==> config.mk <==
export PLATFORM = sky130hd
export DESIGN_NAME = on_off_state_controller
export DESIGN_NICKNAME = d
export VERILOG_FILES = /design/src/onoff_pkg.sv /design/src/on_off_state_controller.sv /design/src/hold_glitch_filter.sv /design/src/slot_sequencer.sv
export VERILOG_INCLUDE_DIRS = /design/src
export SDC_FILE = /design/constraint.sdc
export NUM_CORES = 1
export LEC_CHECK = 0
export BUFFER_PORTS_ARGS = -buffer_cell sky130_fd_sc_hd__buf_2
export CORE_MARGIN = 2
export CORE_UTILIZATION = 58
export DETAILED_ROUTE_END_ITERATION = 12
export HOLD_SLACK_MARGIN = 0.08
export PLACE_DENSITY_LB_ADDON = 0.12
export SYNTH_ARGS = -nofsm -noshare
export SYNTH_HDL_FRONTEND = slang
export SYNTH_SLANG_ARGS = --single-unit
==> constraint.sdc <==
create_clock -name clk_in -period 3.1 [get_ports clk_in]
set_input_delay 0.62 -clock clk_in [delete_from_list [all_inputs] [get_ports clk_in]]
set_output_delay 0.62 -clock clk_in [all_outputs]
set_load 0.01 [all_outputs]
==> src/onoff_cfg.svh <==
`ifndef ONOFF_CFG_SVH
`define ONOFF_CFG_SVH

// register byte addresses
`define ONOFF_CTRL_ADDR 8'h00
`define ONOFF_REGEN_ADDR 8'h04
`define ONOFF_STATUS_ADDR 8'h08

// control register fields
`define ONOFF_CTRL_BIAS_BIT 0
`define ONOFF_CTRL_SRST_LO 1
`define ONOFF_CTRL_SRST_HI 2

// soft reset field codes
`define ONOFF_SRST_COLD 2'h1
`define ONOFF_SRST_OFF 2'h2

// reset values
`define ONOFF_BIAS_RST 1'h0
`define ONOFF_REGEN_RST 3'h0

// timing
`define ONOFF_CLK_MHZ 125
`define ONOFF_HOLD_GF_US 100
`define ONOFF_HOLD_WAIT_US 1000
`define ONOFF_SLOT_STEP_CYC 16'h0010

`endif

==> src/onoff_pkg.sv <==
package onoff_pkg;

  // gray steps along the power-up path
  typedef enum logic [3:0]
  {
    ST_NO_POWER = 4'h0,
    ST_INT_RESET = 4'h1,
    ST_STANDBY = 4'h3,
    ST_WAKE_BIAS = 4'h2,
    ST_PWR_UP = 4'h6,
    ST_HOLD_CHECK = 4'h7,
    ST_HW_ON = 4'h5,
    ST_PWR_DOWN = 4'h4,
    ST_SW_ON = 4'hB
  } onoff_state_t;

endpackage

==> src/on_off_state_controller.sv <==
// Implementation choices: strobed register access and the register addresses.
`timescale 1ns/1ps
`include "onoff_cfg.svh"
module on_off_state_controller
#(
  parameter int HOLD_GF_CYC = `ONOFF_HOLD_GF_US * `ONOFF_CLK_MHZ,
  parameter int HOLD_WAIT_CYC = `ONOFF_HOLD_WAIT_US * `ONOFF_CLK_MHZ
)
(
  input wire logic clk_in,
  input wire logic arst_n_in,
  input wire logic supply_ok_in,
  input wire logic config_settled_in,
  input wire logic io_supply_valid_in,
  input wire logic bias_ok_flag_in,
  input wire logic debounced_key_flag_in,
  input wire logic power_hold_input_in,
  input wire logic overtemp_lockout_in,
  input wire logic manual_reset_in,
  input wire logic [7:0] addr_in,
  input wire logic [7:0] wr_data_in,
  input wire logic wr_en_in,
  input wire logic rd_en_in,
  output logic [7:0] rd_data_out,
  output logic internal_reset_n_out,
  output logic bus_enable_out,
  output logic main_bias_en_out,
  output logic bias_low_power_out,
  output logic [2:0] regulator_en_out,
  output onoff_pkg::onoff_state_t state_out
);

  import onoff_pkg::*;

  onoff_state_t state_r;
  onoff_state_t state_nxt;
  logic bias_enable_bit_r;
  logic [2:0] reg_en_r;
  logic wakeup_flag_r;
  logic key_flag_r;
  logic [19:0] hold_tmr_r;
  logic filtered_power_hold;
  logic [2:0] power_sequencer_slots;
  logic up_done, down_done;
  logic ctrl_wr, bias_wr_one, bias_wr_zero, srst_cold, srst_off;
  logic hold_expired, up_start, down_start;

  function automatic logic bias_on(input onoff_state_t st);
    bias_on = (st != ST_NO_POWER) && (st != ST_INT_RESET) && (st != ST_STANDBY);
  endfunction

  ////////////////////////////////////////////////////////////////////////
  // hold glitch filter
  hold_glitch_filter #(.GF_CYC(HOLD_GF_CYC)) u_hold_filter
  (
    .clk_in(clk_in),
    .arst_n_in(arst_n_in),
    .raw_in(power_hold_input_in),
    .filt_out(filtered_power_hold)
  );

  assign up_start = (state_r == ST_WAKE_BIAS) && (state_nxt == ST_PWR_UP);
  assign down_start = (state_r != ST_PWR_DOWN) && (state_nxt == ST_PWR_DOWN);

  slot_sequencer u_seq
  (
    .clk_in(clk_in),
    .arst_n_in(arst_n_in),
    .clear_in(!supply_ok_in),
    .up_start_in(up_start),
    .down_start_in(down_start),
    .slot_en_out(power_sequencer_slots),
    .up_done_out(up_done),
    .down_done_out(down_done)
  );

  ////////////////////////////////////////////////////////////////////////
  // register writes
  assign ctrl_wr = wr_en_in && (addr_in == `ONOFF_CTRL_ADDR);
  assign bias_wr_one = ctrl_wr && wr_data_in[`ONOFF_CTRL_BIAS_BIT];
  assign bias_wr_zero = ctrl_wr && !wr_data_in[`ONOFF_CTRL_BIAS_BIT];
  assign srst_cold = ctrl_wr && (wr_data_in[`ONOFF_CTRL_SRST_HI:`ONOFF_CTRL_SRST_LO] == `ONOFF_SRST_COLD);
  assign srst_off = ctrl_wr && (wr_data_in[`ONOFF_CTRL_SRST_HI:`ONOFF_CTRL_SRST_LO] == `ONOFF_SRST_OFF);

  // registers lose their content with the supply
  always_ff @(posedge clk_in or negedge arst_n_in)
  begin
    if (!arst_n_in)
    begin
      bias_enable_bit_r <= `ONOFF_BIAS_RST;
      reg_en_r <= `ONOFF_REGEN_RST;
    end
    else if (state_r == ST_NO_POWER)
    begin
      bias_enable_bit_r <= `ONOFF_BIAS_RST;
      reg_en_r <= `ONOFF_REGEN_RST;
    end
    else if (ctrl_wr)
    begin
      bias_enable_bit_r <= wr_data_in[`ONOFF_CTRL_BIAS_BIT];
    end
    else if (wr_en_in && addr_in == `ONOFF_REGEN_ADDR)
    begin
      reg_en_r <= wr_data_in[2:0];
    end
  end

  // read data stands only in the cycle after the strobe
  always_ff @(posedge clk_in or negedge arst_n_in)
  begin
    if (!arst_n_in)
    begin
      rd_data_out <= 8'h00;
    end
    else if (rd_en_in && addr_in == `ONOFF_CTRL_ADDR)
    begin
      rd_data_out <= {7'h00, bias_enable_bit_r};
    end
    else if (rd_en_in && addr_in == `ONOFF_REGEN_ADDR)
    begin
      rd_data_out <= {5'h00, reg_en_r};
    end
    else if (rd_en_in && addr_in == `ONOFF_STATUS_ADDR)
    begin
      rd_data_out <= {key_flag_r, wakeup_flag_r, bias_ok_flag_in, filtered_power_hold, state_r};
    end
    else
    begin
      rd_data_out <= 8'h00;
    end
  end

  ////////////////////////////////////////////////////////////////////////
  // wake flags, supply loss clears both, else a set beats a same-cycle clear
  always_ff @(posedge clk_in or negedge arst_n_in)
  begin
    if (!arst_n_in)
    begin
      wakeup_flag_r <= 1'b0;
      key_flag_r <= 1'b0;
    end
    else if (!supply_ok_in)
    begin
      wakeup_flag_r <= 1'b0;
      key_flag_r <= 1'b0;
    end
    else
    begin
      // cold reset from the on state restarts after power-down
      if (srst_cold && (state_r == ST_STANDBY || state_r == ST_HW_ON))
      begin
        wakeup_flag_r <= 1'b1;
      end
      else if (up_start || state_nxt == ST_WAKE_BIAS)
      begin
        wakeup_flag_r <= 1'b0;
      end
      if (debounced_key_flag_in && state_r == ST_STANDBY)
      begin
        key_flag_r <= 1'b1;
      end
      else if (state_nxt == ST_WAKE_BIAS)
      begin
        key_flag_r <= 1'b0;
      end
    end
  end

  // hold wait timer restarts on every entry
  always_ff @(posedge clk_in or negedge arst_n_in)
  begin
    if (!arst_n_in)
    begin
      hold_tmr_r <= 20'h00000;
    end
    else if (state_r != ST_HOLD_CHECK)
    begin
      hold_tmr_r <= 20'h00000;
    end
    else if (!hold_expired)
    begin
      hold_tmr_r <= hold_tmr_r + 20'h00001;
    end
  end

  assign hold_expired = (hold_tmr_r == 20'(HOLD_WAIT_CYC));

  ////////////////////////////////////////////////////////////////////////
  always_comb
  begin
    state_nxt = state_r;
    case (state_r)
      ST_NO_POWER:
        if (supply_ok_in) state_nxt = ST_INT_RESET;
      ST_INT_RESET:
        if (config_settled_in) state_nxt = ST_STANDBY;
      // wake takes priority over a bias write
      ST_STANDBY:
        if (key_flag_r || wakeup_flag_r) state_nxt = ST_WAKE_BIAS;
        else if (bias_wr_one) state_nxt = ST_SW_ON;
      ST_SW_ON:
        if (bias_wr_zero) state_nxt = ST_STANDBY;
      ST_WAKE_BIAS:
        if (bias_ok_flag_in) state_nxt = ST_PWR_UP;
      ST_PWR_UP:
        if (up_done) state_nxt = ST_HOLD_CHECK;
      ST_HOLD_CHECK:
        if (filtered_power_hold) state_nxt = ST_HW_ON;
        else if (hold_expired) state_nxt = ST_PWR_DOWN;
      ST_HW_ON:
        if (!filtered_power_hold || overtemp_lockout_in || srst_cold || srst_off || manual_reset_in)
          state_nxt = ST_PWR_DOWN;
      ST_PWR_DOWN:
        if (down_done) state_nxt = ST_STANDBY;
      default:
        state_nxt = ST_NO_POWER;
    endcase
    if (!supply_ok_in)
    begin
      state_nxt = ST_NO_POWER;
    end
  end

  ////////////////////////////////////////////////////////////////////////
  // outputs follow the next state so they line up with state_r
  always_ff @(posedge clk_in or negedge arst_n_in)
  begin
    if (!arst_n_in)
    begin
      state_r <= ST_NO_POWER;
      state_out <= ST_NO_POWER;
      internal_reset_n_out <= 1'b0;
      bus_enable_out <= 1'b0;
      main_bias_en_out <= 1'b0;
      bias_low_power_out <= 1'b0;
      regulator_en_out <= 3'h0;
    end
    else
    begin
      state_r <= state_nxt;
      state_out <= state_nxt;
      internal_reset_n_out <= (state_nxt != ST_NO_POWER) && (state_nxt != ST_INT_RESET);
      // bus alive past no-power and internal reset while io supply valid
      bus_enable_out <= (state_nxt != ST_NO_POWER) && (state_nxt != ST_INT_RESET) && io_supply_valid_in;
      main_bias_en_out <= bias_on(state_nxt);
      // low-power bias in the on state
      bias_low_power_out <= (state_nxt == ST_HW_ON);
      // host owns the outputs in software-on
      if (state_nxt == ST_SW_ON)
      begin
        regulator_en_out <= reg_en_r;
      end
      else
      begin
        regulator_en_out <= power_sequencer_slots;
      end
    end
  end
endmodule

==> src/hold_glitch_filter.sv <==
`timescale 1ns/1ps
module hold_glitch_filter
#(
  parameter int GF_CYC = 12500
)
(
  input wire logic clk_in,
  input wire logic arst_n_in,
  input wire logic raw_in,
  output logic filt_out
);

  logic [15:0] cnt_r;

  // a new level must stand for the full filter time before it passes
  always_ff @(posedge clk_in or negedge arst_n_in)
  begin
    if (!arst_n_in)
    begin
      cnt_r <= 16'h0000;
      filt_out <= 1'b0;
    end
    else if (raw_in == filt_out)
    begin
      cnt_r <= 16'h0000;
    end
    else if (cnt_r == 16'(GF_CYC - 1))
    begin
      cnt_r <= 16'h0000;
      filt_out <= raw_in;
    end
    else
    begin
      cnt_r <= cnt_r + 16'h0001;
    end
  end

endmodule

==> src/slot_sequencer.sv <==
`timescale 1ns/1ps
`include "onoff_cfg.svh"
module slot_sequencer
(
  input wire logic clk_in,
  input wire logic arst_n_in,
  input wire logic clear_in,
  input wire logic up_start_in,
  input wire logic down_start_in,
  output logic [2:0] slot_en_out,
  output logic up_done_out,
  output logic down_done_out
);

  logic active_r;
  logic dir_up_r;
  logic [15:0] tmr_r;
  logic tick;

  assign tick = active_r && (tmr_r == `ONOFF_SLOT_STEP_CYC - 16'h0001);

  always_ff @(posedge clk_in or negedge arst_n_in)
  begin
    if (!arst_n_in)
    begin
      active_r <= 1'b0;
      dir_up_r <= 1'b0;
      tmr_r <= 16'h0000;
    end
    else if (clear_in)
    begin
      active_r <= 1'b0;
      tmr_r <= 16'h0000;
    end
    else if (up_start_in || down_start_in)
    begin
      active_r <= 1'b1;
      dir_up_r <= up_start_in;
      tmr_r <= 16'h0000;
    end
    else if (tick)
    begin
      tmr_r <= 16'h0000;
      if ((dir_up_r && slot_en_out[1]) || (!dir_up_r && slot_en_out == 3'h1))
      begin
        active_r <= 1'b0;
      end
    end
    else if (active_r)
    begin
      tmr_r <= tmr_r + 16'h0001;
    end
  end

  // slots come up 0,1,2 and go down 2,1,0
  always_ff @(posedge clk_in or negedge arst_n_in)
  begin
    if (!arst_n_in)
    begin
      slot_en_out <= 3'h0;
      up_done_out <= 1'b0;
      down_done_out <= 1'b0;
    end
    else
    begin
      up_done_out <= !clear_in && tick && dir_up_r && slot_en_out[1];
      down_done_out <= !clear_in && tick && !dir_up_r && slot_en_out == 3'h1;
      if (clear_in)
      begin
        slot_en_out <= 3'h0;
      end
      else if (tick && dir_up_r)
      begin
        slot_en_out <= {slot_en_out[1:0], 1'b1};
      end
      else if (tick)
      begin
        slot_en_out <= {1'b0, slot_en_out[2:1]};
      end
    end
  end

endmodule

==> flow_summary_export.csv <==
group,metric,value,unit
yosys,seq_area_frac_synth,50.18,%
routing,wl_per_cell,14.20,um
pwr,ir_drop,0.2735,mV
final_layout,finalNetCount,524,
pwr,p_leak,2.136,nW
yosys,synth.most_common_cell,"dfrtp_1",
timing,holdWs,0.4461,ns
worst_setup_path,crit_path_start_kind,"register",
place,gp_congestion,0.8339,
yosys,synth-compound-area-share,8.176,%
global_route,grt_usage,22.91,%
timing,min_period,2.922,ns
yosys,yosysWarnings,0,
final_layout,syn_to_final_growth,13.52,%
clock_tree,cts_tree,"done",
yosys,synthTopCellsByArea,"dfrtp_1, nor2_1, xor2_1",
yosys,yosys.area_share.simple,27.33,%
pwr,seqPwrFrac,55.3,%
clock_tree,clkTransAtPathRegs,0.08,ns
place,dp_slack,0.07949,ns
min_path,hp-class,"input pin to asynchronous set/reset pin",
global_route,overflow,0,
yosys,ys_ff_latch,85,
final_layout,fin_cells,596,
floorplan,initial_core_util,59.08,%
yosys,synthesis.area,4239,sq um
final_layout,finalInstanceArea,4812,sq um
routing,drtAntennaViolNets,0,
floorplan,die-area,8008,sq um
job,maxCapViolCount,0,
timing,timing.fmax,342.2,MHz
yosys,synth_top_area_share,50.18,%
yosys,synth_nets,473,
timing,final_hold_viol_count,0,
clock_tree,cts_sinks,85,
yosys,synth.largest_area_cell,"dfrtp_1",
floorplan,core_area,7176,sq um
clock_tree,hold_buffers,0,
global_route,grt_pass1_wl,14130,um
pwr,power_frac_clock,37.5,%
yosys,synth_ff_type,"dfrtp_1",
yosys,syn_inst,441,
worst_setup_path,crit_type,"register to register",
timing,finalCritPeriodShare,94.25,%
timing,setup_viol,0,
routing,first_iter_violations,135,
clock_tree,cts_max_level,3,
timing,fin_skew,0.008281,ns
global_route,grt_max_degree,86,
clock_tree,numCtsBuffers,9,
global_route,antenna_found_initial,0,
routing,drt_wl_total,8462,um
routing,drt-vias-per-instance,5.545,
worst_setup_path,cp-end-kind,"register",
timing,slew-limit-headroom,31.47,%
yosys,ys_async_sr_fraction,100.0,%
worst_setup_path,crit_fanout,24,
routing,drc,0,
floorplan,die_w,89.49,um
timing,postLayoutSetupSlackWorst,0.1781,ns
place,dp_hpwl,6166,um
clock_tree,cts_buffer_depth,2,
run_status,outcome,"finished clean",
final_layout,n_fill_cell,572,
pwr,p_int,1.580,mW
timing,tightest_slew,1.028,ns
timing,drv_slew,0,
routing,vias,3305,
yosys,ys_types,49,
routing,drt-met1-wl,3948,um
yosys,netlist_top_cells_count,"dfrtp_1, nor2_1, nand2_1, a21oi_1, nand3_1",
routing,wl_met2,4113,um
global_route,grt_pass1_vias,3089,
yosys,synth-edff-count,0,
final_layout,num_antenna_cells,0,
yosys,synth_xor_area_share,6.405,%
pwr,p_sw_share,24.19,%
clock_tree,cts-root-buf,"clkbuf_8",
timing,tns,0,ns
floorplan,num_rows,31,
routing,wl_met3,279,um
place,port_buffers,41,
pwr,p_switching,0.5041,mW
floorplan,pin_count,47,
place,post_dp_cell_area,4596,sq um
pwr,comb_power_share,7.2,%
pwr,powerDensity,433.2,nW/um^2
routing,topRoutingLayerUsed,"met4",
floorplan,die_h,89.49,um
routing,drtPass1Iterations,4,
worst_setup_path,crit_required,3.38,ns
timing,rsz0062_at_grt,"no",
final_layout,drive_gt1_share,16.90,%
place,dp_cells,580,
yosys,syn_avg_cell_area,9.612,sq um
clock_tree,clock_latency,0.35,ns
yosys,synth-adder-area-share,1.181,%
worst_setup_path,worstPathArrival,3.20,ns
yosys,synthMuxAreaShare,3.955,%
yosys,synth_top_family_by_area,"simple AND/OR/NAND/NOR gates",
## stage by stage
step	power, mW	utilization, %
after floorplan	1.254	-
after global placement	1.320	64.05
after detailed placement	1.324	64.05
after CTS	2.101	66.85
after global routing	2.178	67.06
final	2.084	67.06
## cells in the final DEF (no fill, tap or decap), drive strengths merged, types with 3 or more instances in the layout
cell type	instances
nor4	9
mux2i	10
nor3b	4
xor2	18
nor2b	9
clkbuf	11
a31oi	3
or4	7
and3	10
nand2	39
nor3	13
or4b	3
mux2	6
or3	12
buf	52
nor2	61
clkinvlp	4
and2	6
o21ai	17
o211ai	4
ha	4
nand3	20
inv	16
nand4	10
a21oi	20
nand2b	4
dfrtp	85
xnor2	13
## what timing repair did
item                                    in CTS  in global routing
resized for setup                            0                  3
setup buffers                                0                  0
endpoints found under the setup margin       0                  8
## worst max-delay path, cell delays in order, from the launching register on
cell	delay, ns
dfrtp_1	0.52
buf_4	0.22
nor2b_1	0.11
o211ai_1	0.12
or4_1	0.60
nor4_4	0.42
nor3_4	0.18
or4_1	0.53
a21oi_1	0.16
## registers in the layout, indices dropped and copies added (netlist names)
name and flops:
rd_data_out 8, u_seq.slot_en_out 3, state_r 4, u_seq.active_r 1, u_seq.dir_up_r 1, u_hold_filter.filt_out 1
internal_reset_n_out 1, regulator_en_out 3, wakeup_flag_r 1, main_bias_en_out 1, bus_enable_out 1, u_seq.down_done_out 1
bias_enable_bit_r 1, u_seq.up_done_out 1, reg_en_r 3, u_seq.tmr_r 16, key_flag_r 1, hold_tmr_r 20
bias_low_power_out 1, u_hold_filter.cnt_r 16
## layout make-up
cell class	count	area (sq um)	share of cell area, %
sequential	85	2127	44.20
clock buffer	11	141.4	2.938
clock inverter	5	60.06	1.248
tap	99	123.9	2.574
inverter	16	60.06	1.248
multi-input combinational	328	2009	41.76
timing repair buffer	52	290.3	6.032
## power by group through the flow
| stage | Clock, mW | Combinational, mW | Sequential (mW) |
|---|---|---|---|
| floorplan | 0 | 0.0852 | 1.17 |
| global placement | 0 | 0.147 | 1.17 |
| detailed placement | 0 | 0.150 | 1.17 |
| CTS | 0.798 | 0.151 | 1.15 |
| global route | 0.852 | 0.171 | 1.16 |
| finish | 0.782 | 0.150 | 1.15 |
## cell families (layout without fill, tap and decap cells)
group / after synthesis / after routing
AND/OR/NAND/NOR: 219 / 219
flip-flops: 85 / 85
AO/OA/AOI/OAI: 58 / 58
XOR/XNOR: 31 / 31
buffers and inverters: 28 / 84
multiplexers: 16 / 16
adder cells (fa/ha/maj): 4 / 4
## final timing paths
path / start / endpoint / slack [ns] / depth (start not counted)
min reg2reg: u_hold_filter.cnt_r[0] / u_hold_filter.cnt_r[0] / 0.49 / 1
min in group clk_in: u_hold_filter.cnt_r[0] / u_hold_filter.cnt_r[0] / 0.49 / 1
max: state_r[0] / u_seq.tmr_r[10] / 0.18 / 8
min: arst_n_in / hold_tmr_r[16] / 0.45 / 1
max in group asynchronous: arst_n_in / bus_enable_out / 2.00 / 1
max reg2reg: state_r[0] / u_seq.tmr_r[10] / 0.18 / 8
## per-layer routing
metal	track usage (%)	vias up
li1	-	1645
met1	31.23	1593
met2	36.36	59
met3	4.524	8
met4	8.820	0
met5	0	-
No activity file was read; power rests on OpenSTA's default activity.
